`config.mk`:
```
export PLATFORM = sky130hd
export DESIGN_NAME = dbc_top
export DESIGN_NICKNAME = d
export VERILOG_FILES = /design/src/dbc_pkg.sv /design/src/dbc_sync.sv /design/src/dbc_timer.sv /design/src/dbc_top.sv
export VERILOG_INCLUDE_DIRS = /design/src /design/src/src
export SDC_FILE = /design/constraint.sdc
export NUM_CORES = 1
export LEC_CHECK = 0
export ABC_AREA = 0
export BUFFER_PORTS_ARGS = -buffer_cell sky130_fd_sc_hd__buf_2
export CORE_MARGIN = 2
export CORE_UTILIZATION = 40
export DETAILED_ROUTE_END_ITERATION = 10
export PLACE_DENSITY = 0.63
export SLEW_MARGIN = 5
export SYNTH_ARGS = -nofsm -noshare
export SYNTH_HDL_FRONTEND = slang
export SYNTH_SLANG_ARGS = --single-unit
```
`constraint.sdc`:
```
create_clock -name clock_i -period 2.56 [get_ports clock_i]
set_clock_uncertainty 0.2 [all_clocks]
set_input_delay 0.384 -clock clock_i [delete_from_list [all_inputs] [get_ports clock_i]]
set_output_delay 0.384 -clock clock_i [all_outputs]
set_load 0.02 [all_outputs]
```
`src/dbc_cfg.svh`:
```
// constants for the dual bridge chopper control block
`ifndef DBC_CFG_SVH
`define DBC_CFG_SVH

// structure
`define DBC_NUM_BRIDGES 2
`define DBC_ADDR_W 8
`define DBC_DATA_W 32
`define DBC_CNT_W 16

// clock and timing
`define DBC_CLK_PERIOD_NS 5
`define DBC_DEAD_NS 3000
`define DBC_DEAD_CYC ((`DBC_DEAD_NS + `DBC_CLK_PERIOD_NS - 1) / `DBC_CLK_PERIOD_NS)
`define DBC_TRIP_LAT_NS 2000
`define DBC_TRIP_LAT_CYC (`DBC_TRIP_LAT_NS / `DBC_CLK_PERIOD_NS)
`define DBC_OFF_DEFAULT_NS 10000
`define DBC_OFF_DEFAULT_CYC (`DBC_OFF_DEFAULT_NS / `DBC_CLK_PERIOD_NS)

// register offsets
`define DBC_OFFTIME0_ADDR 8'h00
`define DBC_OFFTIME1_ADDR 8'h04
`define DBC_CTRL_ADDR 8'h08
`define DBC_STATUS_ADDR 8'h0c

// status field positions
`define DBC_ST_STATE0_LSB 0
`define DBC_ST_STATE1_LSB 4
`define DBC_ST_THERM_BIT 8
`define DBC_ST_TRIP_LSB 9
`define DBC_ST_LEVEL_LSB 12

// reset values
`define DBC_CTRL_RST 2'h0
`define DBC_PIN_RST 1'h1
`define DBC_THERM_RST 1'h0

`endif

```
`src/dbc_pkg.sv`:
```
// types shared by the dual bridge chopper control block
package dbc_pkg;

  // bridge control state
  typedef enum logic [2:0] {
    DBC_OFF = 3'h0,
    DBC_DEAD = 3'h1,
    DBC_DRIVE = 3'h2,
    DBC_CHOP = 3'h3,
    DBC_HOLD = 3'h4
  } dbc_state_e;

  // decoded current level
  typedef enum logic [1:0] {
    DBC_LVL_FULL = 2'h0,
    DBC_LVL_TWO_THIRDS = 2'h1,
    DBC_LVL_ONE_THIRD = 2'h2,
    DBC_LVL_ZERO = 2'h3
  } dbc_level_e;

  // logic pins of one bridge, as seen at the package
  typedef struct packed {
    logic phase;
    logic enable_n;
    logic current_sel_lo;
    logic current_sel_hi;
    logic trip;
  } dbc_pins_s;

  // drive of one bridge's two outputs
  typedef struct packed {
    logic bridge_out_a;
    logic bridge_oe_a;
    logic bridge_out_b;
    logic bridge_oe_b;
  } dbc_drive_s;

endpackage

```
`src/dbc_sync.sv`:
```
// two-flop synchroniser for asynchronous pin inputs
module dbc_sync #(
  parameter int WIDTH = 1,
  parameter logic RST_VAL = 1'b0
) (
  input wire logic clock_i,
  input wire logic resetn_i,
  input wire logic [WIDTH-1:0] d_i,
  output logic [WIDTH-1:0] q_o
);

  // first stage is read only by the second
  logic [WIDTH-1:0] meta_q;
  logic [WIDTH-1:0] sync_q;

  // both stages reset to the idle level of the pins
  always_ff @(posedge clock_i or negedge resetn_i) begin
    if (!resetn_i) begin
      meta_q <= {WIDTH{RST_VAL}};
      sync_q <= {WIDTH{RST_VAL}};
    end else begin
      meta_q <= d_i;
      sync_q <= meta_q;
    end
  end

  assign q_o = sync_q;

endmodule

```
`src/dbc_timer.sv`:
```
// loadable down counter used for off time and dead time
`include "dbc_cfg.svh"
module dbc_timer
  import dbc_pkg::*;
(
  input wire logic clock_i,
  input wire logic resetn_i,
  input wire logic load_i,
  input wire logic [`DBC_CNT_W-1:0] value_i,
  output logic done_o
);

  // remaining cycles
  logic [`DBC_CNT_W-1:0] count_q;
  logic [`DBC_CNT_W-1:0] count_d;

  // load wins, otherwise count down and stop at zero
  assign count_d = load_i ? value_i :
                   (count_q != '0) ? count_q - `DBC_CNT_W'(1) : count_q;

  always_ff @(posedge clock_i or negedge resetn_i) begin
    if (!resetn_i) begin
      count_q <= '0;
    end else begin
      count_q <= count_d;
    end
  end

  // expired; a fresh load hides the old zero
  assign done_o = (count_q == '0) && !load_i;

endmodule

```
`src/dbc_top.sv`:
```
// dual full-bridge chopper control: pins, chopper, dead time, thermal gate
//
// What this block does
// - comparator trip fires one-shot, source driver off
// - trip to source-off well inside 2 us
// - sink stays on during off interval
// - source re-enabled after off time expires
// - no re-enable while comparator still tripped
// - select pins decode to 100/67/33/0 percent
// - zero-current code turns all four drivers off
// - phase high gives a high, b low
// - enable high puts both outputs in high impedance
// - phase change inserts 3 us dead time
// - enable off or zero code: all drivers off
// - undriven inputs read high, so enable is off
// - over-temperature shuts drivers, hysteresis to re-enable
`include "dbc_cfg.svh"
module dbc_top
  import dbc_pkg::*;
(
  input wire logic clock_i,
  input wire logic resetn_i,
  // register port
  input wire logic [`DBC_ADDR_W-1:0] addr_i,
  input wire logic [`DBC_DATA_W-1:0] wdata_i,
  input wire logic wr_i,
  input wire logic rd_i,
  output logic [`DBC_DATA_W-1:0] rdata_o,
  // logic pins of both bridges, asynchronous
  input wire dbc_pins_s [`DBC_NUM_BRIDGES-1:0] pins_i,
  // thermal sensor flags, asynchronous
  input wire logic temp_hot_i,
  input wire logic temp_cool_i,
  // bridge drive, registered
  output dbc_drive_s [`DBC_NUM_BRIDGES-1:0] drive_o,
  // decoded current level per bridge, for the reference scaler
  output dbc_level_e [`DBC_NUM_BRIDGES-1:0] level_o,
  // thermal shutdown in force
  output logic therm_off_o
);

  localparam int NB = `DBC_NUM_BRIDGES;
  localparam int PW = $bits(dbc_pins_s);

  // dead time load value: count runs to zero inclusive
  localparam logic [`DBC_CNT_W-1:0] DEAD_LOAD = `DBC_CNT_W'(`DBC_DEAD_CYC - 1);
  // reset off time in cycles
  localparam logic [`DBC_CNT_W-1:0] OFF_RST = `DBC_CNT_W'(`DBC_OFF_DEFAULT_CYC);

  // ---------------------------------------------------------------
  // input synchronisers
  // ---------------------------------------------------------------

  // bridge pins after two flops
  dbc_pins_s [NB-1:0] pins_s;
  // thermal flags after two flops
  logic [1:0] therm_s;

  // pins reset high: an open pin reads as high, so enable is off
  dbc_sync #(
    .WIDTH(NB * PW),
    .RST_VAL(`DBC_PIN_RST)
  ) u_pin_sync (
    .clock_i(clock_i),
    .resetn_i(resetn_i),
    .d_i(pins_i),
    .q_o(pins_s)
  );

  // comparator trip is inside pins_s, so it is synchronised too

  // thermal flags reset inactive
  dbc_sync #(
    .WIDTH(2),
    .RST_VAL(`DBC_THERM_RST)
  ) u_therm_sync (
    .clock_i(clock_i),
    .resetn_i(resetn_i),
    .d_i({temp_hot_i, temp_cool_i}),
    .q_o(therm_s)
  );

  // ---------------------------------------------------------------
  // register port
  // ---------------------------------------------------------------

  // programmed off time per bridge, in clock cycles
  logic [`DBC_CNT_W-1:0] offtime_q [NB];
  // software force-off per bridge
  logic [NB-1:0] ctrl_q;
  // registered read data
  logic [`DBC_DATA_W-1:0] rdata_q;
  logic [`DBC_DATA_W-1:0] rdata_d;

  // address decode
  wire hit_off0 = (addr_i == `DBC_OFFTIME0_ADDR);
  wire hit_off1 = (addr_i == `DBC_OFFTIME1_ADDR);
  wire hit_ctrl = (addr_i == `DBC_CTRL_ADDR);
  wire hit_stat = (addr_i == `DBC_STATUS_ADDR);

  // status word built from the bridge state below
  logic [`DBC_DATA_W-1:0] status_word;

  // writes: one cycle, no wait states
  always_ff @(posedge clock_i or negedge resetn_i) begin
    if (!resetn_i) begin
      offtime_q[0] <= OFF_RST;
      offtime_q[1] <= OFF_RST;
      ctrl_q <= `DBC_CTRL_RST;
    end else if (wr_i) begin
      // unmapped writes are dropped
      if (hit_off0) begin
        offtime_q[0] <= wdata_i[`DBC_CNT_W-1:0];
      end
      if (hit_off1) begin
        offtime_q[1] <= wdata_i[`DBC_CNT_W-1:0];
      end
      if (hit_ctrl) begin
        ctrl_q <= wdata_i[NB-1:0];
      end
    end
  end

  // read mux; unmapped reads give zero
  assign rdata_d = !rd_i ? '0 :
                   hit_off0 ? `DBC_DATA_W'(offtime_q[0]) :
                   hit_off1 ? `DBC_DATA_W'(offtime_q[1]) :
                   hit_ctrl ? `DBC_DATA_W'(ctrl_q) :
                   hit_stat ? status_word : '0;

  // read data stand only in the cycle after the strobe
  always_ff @(posedge clock_i or negedge resetn_i) begin
    if (!resetn_i) begin
      rdata_q <= '0;
    end else begin
      rdata_q <= rdata_d;
    end
  end

  assign rdata_o = rdata_q;

  // ---------------------------------------------------------------
  // thermal shutdown with hysteresis
  // ---------------------------------------------------------------

  // the sensor gives two flags: hot (170 C reached) and cool (below 145 C);
  // the band between them is held by this latch
  logic therm_q;
  wire therm_hot = therm_s[1];
  wire therm_cool = therm_s[0];

  // hot sets, cool clears; set wins if both arrive together
  always_ff @(posedge clock_i or negedge resetn_i) begin
    if (!resetn_i) begin
      therm_q <= 1'b0;
    end else if (therm_hot) begin
      therm_q <= 1'b1;
    end else if (therm_cool) begin
      therm_q <= 1'b0;
    end
  end

  assign therm_off_o = therm_q;

  // ---------------------------------------------------------------
  // per-bridge chopper and dead time
  // ---------------------------------------------------------------

  // per-bridge state, gathered for status
  dbc_state_e [NB-1:0] state_all;
  logic [NB-1:0] trip_all;

  genvar b;
  generate
    for (b = 0; b < NB; b++) begin : g_bridge

      // state machine registers
      dbc_state_e state_q;
      dbc_state_e state_d;
      // phase applied to the outputs, lags the pin through dead time
      logic phase_q;
      logic phase_d;
      // registered output drive
      dbc_drive_s drive_q;
      dbc_drive_s drive_d;
      // timer control
      logic tmr_load;
      logic [`DBC_CNT_W-1:0] tmr_value;
      logic tmr_done;

      // decoded inputs
      wire sel_lo = pins_s[b].current_sel_lo;
      wire sel_hi = pins_s[b].current_sel_hi;
      wire trip = pins_s[b].trip;
      wire phase_pin = pins_s[b].phase;
      dbc_level_e level;

      // current level: lo alone 67, hi alone 33, both zero
      assign level = (!sel_lo && !sel_hi) ? DBC_LVL_FULL :
                     ( sel_lo && !sel_hi) ? DBC_LVL_TWO_THIRDS :
                     (!sel_lo &&  sel_hi) ? DBC_LVL_ONE_THIRD : DBC_LVL_ZERO;

      // bridge may conduct: enable low, nonzero code, cool, not forced off
      wire allowed = !pins_s[b].enable_n
                     && (level != DBC_LVL_ZERO)
                     && !therm_q
                     && !ctrl_q[b];

      // direction pin differs from the applied phase
      wire phase_change = (phase_pin != phase_q);

      // off time of zero still gives one cycle
      wire [`DBC_CNT_W-1:0] off_len = (offtime_q[b] == '0) ? `DBC_CNT_W'(1) : offtime_q[b];

      // next state; disallow beats every other branch
      always_comb begin
        state_d = state_q;
        phase_d = phase_q;
        tmr_load = 1'b0;
        tmr_value = '0;
        if (!allowed) begin
          // all four drivers off, fast decay
          state_d = DBC_OFF;
        end else begin
          unique case (state_q)
            DBC_OFF: begin
              // drivers were off, so no crossover to guard
              state_d = DBC_DRIVE;
              phase_d = phase_pin;
            end
            DBC_DEAD: begin
              // drivers off until the dead time runs out
              if (tmr_done) begin
                state_d = DBC_DRIVE;
                phase_d = phase_pin;
              end
            end
            DBC_DRIVE: begin
              if (phase_change) begin
                // new direction: go through dead time
                state_d = DBC_DEAD;
                tmr_load = 1'b1;
                tmr_value = DEAD_LOAD;
              end else if (trip) begin
                // fire the one-shot and drop the source side
                state_d = DBC_CHOP;
                tmr_load = 1'b1;
                tmr_value = off_len - `DBC_CNT_W'(1);
              end
            end
            DBC_CHOP: begin
              if (phase_change) begin
                state_d = DBC_DEAD;
                tmr_load = 1'b1;
                tmr_value = DEAD_LOAD;
              end else if (tmr_done) begin
                // off time over: resume only once current is below trip
                state_d = trip ? DBC_HOLD : DBC_DRIVE;
              end
            end
            DBC_HOLD: begin
              if (phase_change) begin
                state_d = DBC_DEAD;
                tmr_load = 1'b1;
                tmr_value = DEAD_LOAD;
              end else if (!trip) begin
                // current has decayed below trip, source back on
                state_d = DBC_DRIVE;
              end
            end
            default: begin
              // spare codes recover to off
              state_d = DBC_OFF;
            end
          endcase
        end
      end

      // one timer per bridge serves off time and dead time
      dbc_timer u_timer (
        .clock_i(clock_i),
        .resetn_i(resetn_i),
        .load_i(tmr_load),
        .value_i(tmr_value),
        .done_o(tmr_done)
      );

      // output decode from the state
      always_comb begin
        drive_d = '0;
        unique case (state_d)
          DBC_DRIVE: begin
            // phase high: a high, b low
            drive_d.bridge_out_a = phase_d;
            drive_d.bridge_out_b = !phase_d;
            drive_d.bridge_oe_a = 1'b1;
            drive_d.bridge_oe_b = 1'b1;
          end
          DBC_CHOP, DBC_HOLD: begin
            // only the low (sink) side stays driven; source side released
            drive_d.bridge_out_a = 1'b0;
            drive_d.bridge_out_b = 1'b0;
            drive_d.bridge_oe_a = !phase_d;
            drive_d.bridge_oe_b = phase_d;
          end
          default: begin
            // off and dead time: both outputs high impedance
            drive_d = '0;
          end
        endcase
      end

      // state, applied phase and drive; outputs come from flops, so the
      // source turns off two sync cycles plus one edge after the trip
      always_ff @(posedge clock_i or negedge resetn_i) begin
        if (!resetn_i) begin
          state_q <= DBC_OFF;
          phase_q <= 1'b1;
          drive_q <= '0;
        end else begin
          state_q <= state_d;
          phase_q <= phase_d;
          drive_q <= drive_d;
        end
      end

      assign drive_o[b] = drive_q;
      assign level_o[b] = level;
      assign state_all[b] = state_q;
      assign trip_all[b] = trip;
    end
  endgenerate

  // ---------------------------------------------------------------
  // status word
  // ---------------------------------------------------------------

  // state codes, thermal latch, synchronised trips and levels
  always_comb begin
    status_word = '0;
    status_word[`DBC_ST_STATE0_LSB +: 3] = state_all[0];
    status_word[`DBC_ST_STATE1_LSB +: 3] = state_all[1];
    status_word[`DBC_ST_THERM_BIT] = therm_q;
    status_word[`DBC_ST_TRIP_LSB +: 2] = trip_all;
    status_word[`DBC_ST_LEVEL_LSB +: 4] = level_o;
  end

endmodule

```
# [Yosys cells after proc, flatten, opt, wreduce, memory -nomap -nowiden]
# Cells that the tools add are included.
[classes] n_addsub=4 eq_ne=21 mux=67 reduce_logical=46
[ops] op="2-to-1 mux 16 bit" count=17
[ops] op="logical NOT 16 bit" count=4
[ops] op="case mux 16 bit (2 select lines)" count=2
[ops] op="subtractor 16 x 1 -> 16 bit, second input constant" count=4
[ops] op="2-to-1 mux 3 bit" count=18
[ops] op="nonzero test 16 bit" count=2
[ops] op="case mux 3 bit (5 select lines)" count=2
[ops] op="== test 3 x 2 -> 1 bit, second input constant" count=8
[ops] op="2-to-1 mux 10 bit" count=2
[ops] op="== test 8 x 4 -> 1 bit, second input constant" count=2
[ops] op="2-to-1 mux 1 bit" count=16
[ops] op="case mux 4 bit (2 select lines)" count=2
[ops] op="logical AND 1 bit" count=14
[ops] op="logical NOT 1 bit" count=13
[ops] op="== test 3 bit, second input constant" count=4
[ops] op="== test 8 x 3 -> 1 bit, second input constant" count=1
[ops] op="logical NOT 8 bit" count=1
[ops] op="2-to-1 mux 2 bit" count=4
[ops] op="case mux 1 bit (2 select lines)" count=4
[ops] op="OR reduction 2 bit" count=4
[ops] op="== test 3 x 1 -> 1 bit, second input constant" count=2
[ops] op="logical NOT 3 bit" count=2
[ops] op="AND reduction 2 bit" count=3
[ops] op="nonzero test 2 bit" count=3
[ops] op="other kinds (2)" count=4
[word_totals] reg_bits=123 inputBits=56 output_inout_bits=45 elab_cells=161

# [Longest topological paths before layout]
[depth] depth_word=19 mapped_depth=12 mapped_depth_nobuf=11

# [Hierarchy]
# From an unflattened synthesis, not the netlist that was laid out.
[unflattened] hier_cells=662 area_unflattened_um2=6561.3
[modules_own_cells] module="dbc_top" instances=1 cells_per_inst=424 area_each_um2=4031.4 seq_area_each_um2=1694.1
[modules_own_cells] module="dbc_timer" instances=2 cells_per_inst=107 area_each_um2=952.2 seq_area_each_um2=400.4
[modules_own_cells] module="dbc_sync (u_pin_sync)" instances=1 cells_per_inst=20 area_each_um2=525.5 seq_area_each_um2=525.5
[modules_own_cells] module="dbc_sync (u_therm_sync)" instances=1 cells_per_inst=4 area_each_um2=100.1 seq_area_each_um2=100.1

# [Least setup slack after synthesis]
# Ideal clock, no wire load.
[synth_timing] kind="flip-flop to flip-flop" from="register g_bridge[0].u_timer.count_q[0]" to="register g_bridge[0].drive_q (netlist bit drive_o[0])" setup_ns=0.136 arrival_time_ns=2.444 setup_slack_ns=-0.220 path_stages_with_launch=10 n_path_buf=1 synth_period_minus_slack_ns=2.780 path_cell_list="dfrtp_1 > inv_1 > ha_1 > or4b_2 > nor4_4 > and3_1 > buf_6 > mux2_4 > a21oi_1 > a31oi_1"
[synth_lines] element="start, declared" line="dbc_timer.sv:14" source="logic [`DBC_CNT_W-1:0] count_q;"
[synth_lines] element="start signal, assigned" line="dbc_timer.sv:25" source="count_q <= count_d;"
[synth_lines] element="end signal, assigned" line="dbc_top.sv:323" source="drive_q <= drive_d;"
[synth_lines] element="end, declared" line="dbc_top.sv:184" source="dbc_drive_s drive_q;"

# [Worst setup path in the final report]
[layout_timing] from="register offtime_q[29] (netlist name)" to="register g_bridge[0].u_timer.count_q[8]"
[layout_between] elab_chain_cells=8
[layout_lines] element="start, declared" line="dbc_top.sv:88" source="logic [`DBC_CNT_W-1:0] offtime_q [NB];"
[layout_lines] element="logical NOT 16 bit" line="dbc_top.sv:213" source="wire [`DBC_CNT_W-1:0] off_len = (offtime_q[b] == '0) ? `DBC_CNT_W'(1) : offtime_q[b];"
[layout_lines] element="2-to-1 mux 16 bit" line="dbc_top.sv:213"
[layout_lines] element="subtractor 16 x 1 -> 16 bit" line="dbc_top.sv:248" source="tmr_value = off_len - `DBC_CNT_W'(1);"
[layout_lines] element="2-to-1 mux 16 bit" line="dbc_top.sv:244" source="end else if (trip) begin"
[layout_lines] element="2-to-1 mux 16 bit" line="dbc_top.sv:239" source="if (phase_change) begin"
[layout_lines] element="case mux 16 bit (2 select lines)" line="dbc_top.sv:225" source="unique case (state_q)"
[layout_lines] element="2-to-1 mux 16 bit" line="dbc_top.sv:221" source="if (!allowed) begin"
[layout_lines] element="2-to-1 mux 16 bit" line="dbc_timer.sv:18" source="assign count_d = load_i ? value_i :"
# No other way between the ends.
# A chain may end at the register's enable or synchronous reset.

==> implementation parameters <==
Parameter                              Value

Run status
  Result of the run ... completed

Hold path
  WHS Path Cells ... 3
  Hold path start ... wdata_i[12]
  Capture endpoint of the worst hold path ... offtime_q[12]
  Class of the most critical hold timing path ... in -> reg

Pwr
  PnR Total Power ... 6740 uW
  Worst voltage drop across the vdd grid ... 489 uV
  Leak Pwr ... 0.00380 uW
  Power per unit of standard cell area ... 810 nW/um2

Routing
  Detailed Routing Iterations Pass 1 ... 5
  Count of routing violations after the opening detailed-route iteration ... 404
  Routed wire length per instance ... 16.8 um
  Routed wire length ... 17100 um
  DRC violations left ... 0
  Remaining number of nets flagged by the antenna check after routing ... 0
  Via Count ... 5418
  Routed via count divided by cell count ... 5.31

STA
  Final hold violation count ... 0
  # setup viols final ... 0
  Setup repair after global routing missed its margin ... true
  Slew HR ... 60.9%
  Final Slew Violations ... 0
  Transition time at the pin with the least slew margin ... 0.582 ns
  Sum of negative setup slack ... 0 ns
  Fmax ... 0.394 GHz
  Tmin final ... 2.54 ns
  Share of the clock period used by the worst path after layout ... 99.1%

CTS
  TritonCTS Buffers ... 17
  H-Tree Level Count ... 4
  Maximum number of buffers from clock root to sink ... 2
  Clock tree from TritonCTS ... done
  Number of clock sinks ... 123
  Root Buffer ... clkbuf_16
  Worst skew pair latency ... 0.42 ns
  Clock slew at the register clock pins of the worst setup and hold paths ... 0.06 ns

Synth
  Number of register bits inferred by synthesis ... 123
  Synthesis Warnings ... 0
  Count of flip-flops with a built-in enable after synthesis ... 0
  Synth Cell Area ... 6320 um2
  Number of different library cells in the post-synthesis netlist ... 67
  Top flip-flop cell by instance count after synthesis ... dfrtp_1
  Part of the Yosys area used for sequential elements ... 49.4%
  Share of flip-flops with an asynchronous set or reset after synthesis ... 100%
  Mapped Avg Cell Area ... 9.83 um2
  Cell count after synthesis ... 643

Placed design
  Post-DP HPWL ... 12600 um
  Routability-driven placement congestion ratio ... 0.876
  Instance area after placement ... 7340 um2
  PortBufs ... 68

GRT
  Total GRT Usage ... 21.4%
  Antenna violations before repair ... 0
  Largest net degree at the start of global routing ... 37
  Overflow left after global routing ... 0
  Global-route wire length before repair ... 27500 um
  Via count of the first global-routing pass ... 5440

Floorplan
  Row Count ... 45
  Die area ... 16800 um2
  Die span in y ... 130 um
  Width of the chip ... 130 um
  Effective utilization at floorplan ... 41.3%
  I/O Pins ... 101
  Total core area ... 15300 um2

Setup path
  Worst path arrival time ... 2.65 ns
  Start of the worst register-to-register path ... offtime_q[29]
  Depth of the worst register-to-register path ... 10
  Start point of the critical path ... offtime_q[29]
  Nature of the critical path startpoint ... flip-flop
  CP required ... 2.67 ns
  CP Class ... reg -> reg
  Maximum fanout encountered on the critical timing path ... 6
  Critical Path End Type ... flip-flop
  R2R Path End ... g_bridge[0].u_timer.count_q[8]
  Worst R2R Setup Slack ... 0.02 ns

Layout
  Diodes inserted ... 0
  Final cell area excluding filler cells ... 8320 um2
  Final Net Count ... 856
  Ratio of cells with drive above 1 in the final layout ... 35.5%
  Growth of design area from synthesis to finish ... 31.7%

Flow run
  Max capacitance violation total ... 0
[cell usage in the layout, fill, tap and decap left out, drive strengths merged, types with 8 or more instances in the layout]
| master | count |
|---|---|
| clkbuf | 17 |
| buf | 144 |
| dfstp | 34 |
| conb | 16 |
| nor3 | 29 |
| dlygate4sd3 | 17 |
| nor2 | 74 |
| nor4 | 14 |
| o21ai | 28 |
| or4 | 8 |
| nand2 | 51 |
| mux2 | 24 |
| xor2 | 29 |
| inv | 28 |
| a21oi | 58 |
| xnor2 | 22 |
| dfrtp | 89 |
| nand3 | 11 |
[worst max-delay path by stage]
stage,end,slack [ns],cells past startpoint
after floorplan,drive_o[0],-0.08,9
final,g_bridge[0].u_timer.count_q[8],0.02,10
after global routing,g_bridge[0].u_timer.count_q[6],-0.09,9
after detailed placement,g_bridge[0].u_timer.count_q[6],-0.1,9
after CTS,g_bridge[1].u_timer.count_q[5],0.007,5
after global placement,g_bridge[0].u_timer.count_q[6],-0.01,9
[stage by stage]
stage	utilization, %	hold WS, ns	worst slack (ns)	std cells
after detailed placement	47.9	0.135	-0.0956	963
after CTS	53.0	0.00308	0.00739	1012
after global routing	54.3	0.00937	-0.0879	1020
final	54.3	0.00995	0.0236	1020
after floorplan	-	-0.112	-0.0847	658
after global placement	47.9	0.132	-0.00955	963
[metal layers]
metal / global-route usage (%) / up-vias / routed length, um
met5: 0 / - / 0
met4: 6.96 / 0 / 308
met3: 4.91 / 23 / 833
met2: 35.6 / 164 / 8440
met1: 27.9 / 2680 / 7520
li1: - / 2551 / -
[cell families (layout without fill, tap and decap cells)]
group / Yosys count / count (layout) / share of synthesized area (%)
AND/OR/NAND/NOR: 237 / 237 / 19.4
other: 1 / 16 / 0.0593
multiplexers: 29 / 29 / 5.13
flip-flops: 123 / 123 / 49.4
XOR/XNOR: 51 / 51 / 7.07
AO/OA/AOI/OAI: 133 / 133 / 12.9
adder cells (fa/ha/maj): 4 / 4 / 0.792
buffers and inverters: 65 / 216 / 5.19
[cells in the mapped netlist (4+ instances only)]
cell | n | area share [%]
nand2_1 | 51 | 3.0
and2_1 | 7 | 0.69
nor3_1 | 28 | 2.2
dfrtp_1 | 89 | 35
mux2_2 | 23 | 4.1
nand4_1 | 5 | 0.50
o21ai_0 | 25 | 2.0
nor4_1 | 11 | 1.1
a2bb2oi_1 | 5 | 0.69
a21oi_1 | 58 | 4.6
a31oi_1 | 5 | 0.50
xnor2_1 | 22 | 3.0
inv_1 | 23 | 1.4
nor2_1 | 74 | 4.4
o22ai_1 | 6 | 0.59
dfstp_2 | 34 | 14
a22oi_1 | 7 | 0.83
or3_1 | 6 | 0.59
ha_1 | 4 | 0.79
nor3b_1 | 4 | 0.48
clkbuf_1 | 21 | 1.2
xor2_1 | 29 | 4.0
nor2b_1 | 5 | 0.50
o31ai_1 | 4 | 0.48
buf_4 | 16 | 1.9
mux2i_1 | 5 | 0.79
nand3_1 | 10 | 0.79
or4_1 | 6 | 0.71
[registers in the layout, summed over array words and instances (netlist names)]
signal,flops
g_bridge.u_timer.count_q,32
offtime_q,32
rdata_o,16
u_pin_sync.meta_q,10
u_pin_sync.q_o,10
drive_o,8
g_bridge.state_q,6
ctrl_q,2
g_bridge.phase_q,2
u_therm_sync.meta_q,2
u_therm_sync.q_o,2
therm_off_o,1
[critical path, cell delays in order, from the launching register on]
cell,delay (ns)
dfrtp_1,0.38
or4_4,0.57
nor2_4,0.17
a31oi_4,0.10
ha_2,0.19
or3b_4,0.29
nor2_2,0.06
xnor2_2,0.18
o22ai_1,0.09
a21oi_1,0.16
nor2_1,0.06
[repair_timing]
item,4_1_cts,5_1_grt
pin swaps,3,17
setup endpoints to repair,4,23
gates cloned,0,0
hold endpoints to repair,44,0
gates resized for setup,2,29
hold buffers,17,0
buffers inserted,0,8
[where the power goes]
| part | switching (uW) | internal, uW | total (uW) | leakage [uW] |
|---|---|---|---|---|
| clock network | 937 | 1450 | 2390 | 0.000287 |
| logic | 887 | 839 | 1730 | 0.00202 |
| registers | 334 | 2290 | 2630 | 0.00149 |
[layout make-up]
type                       instances  area (um2)
fill                            1375        6990
timing repair buffer             161        1110
clock inverter                    15         166
tap                              211         264
clock buffer                      17         425
multi-input combinational        470        3150
inverter                          23        86.3
sequential                       123        3120
(Power assumes the default switching activity.)
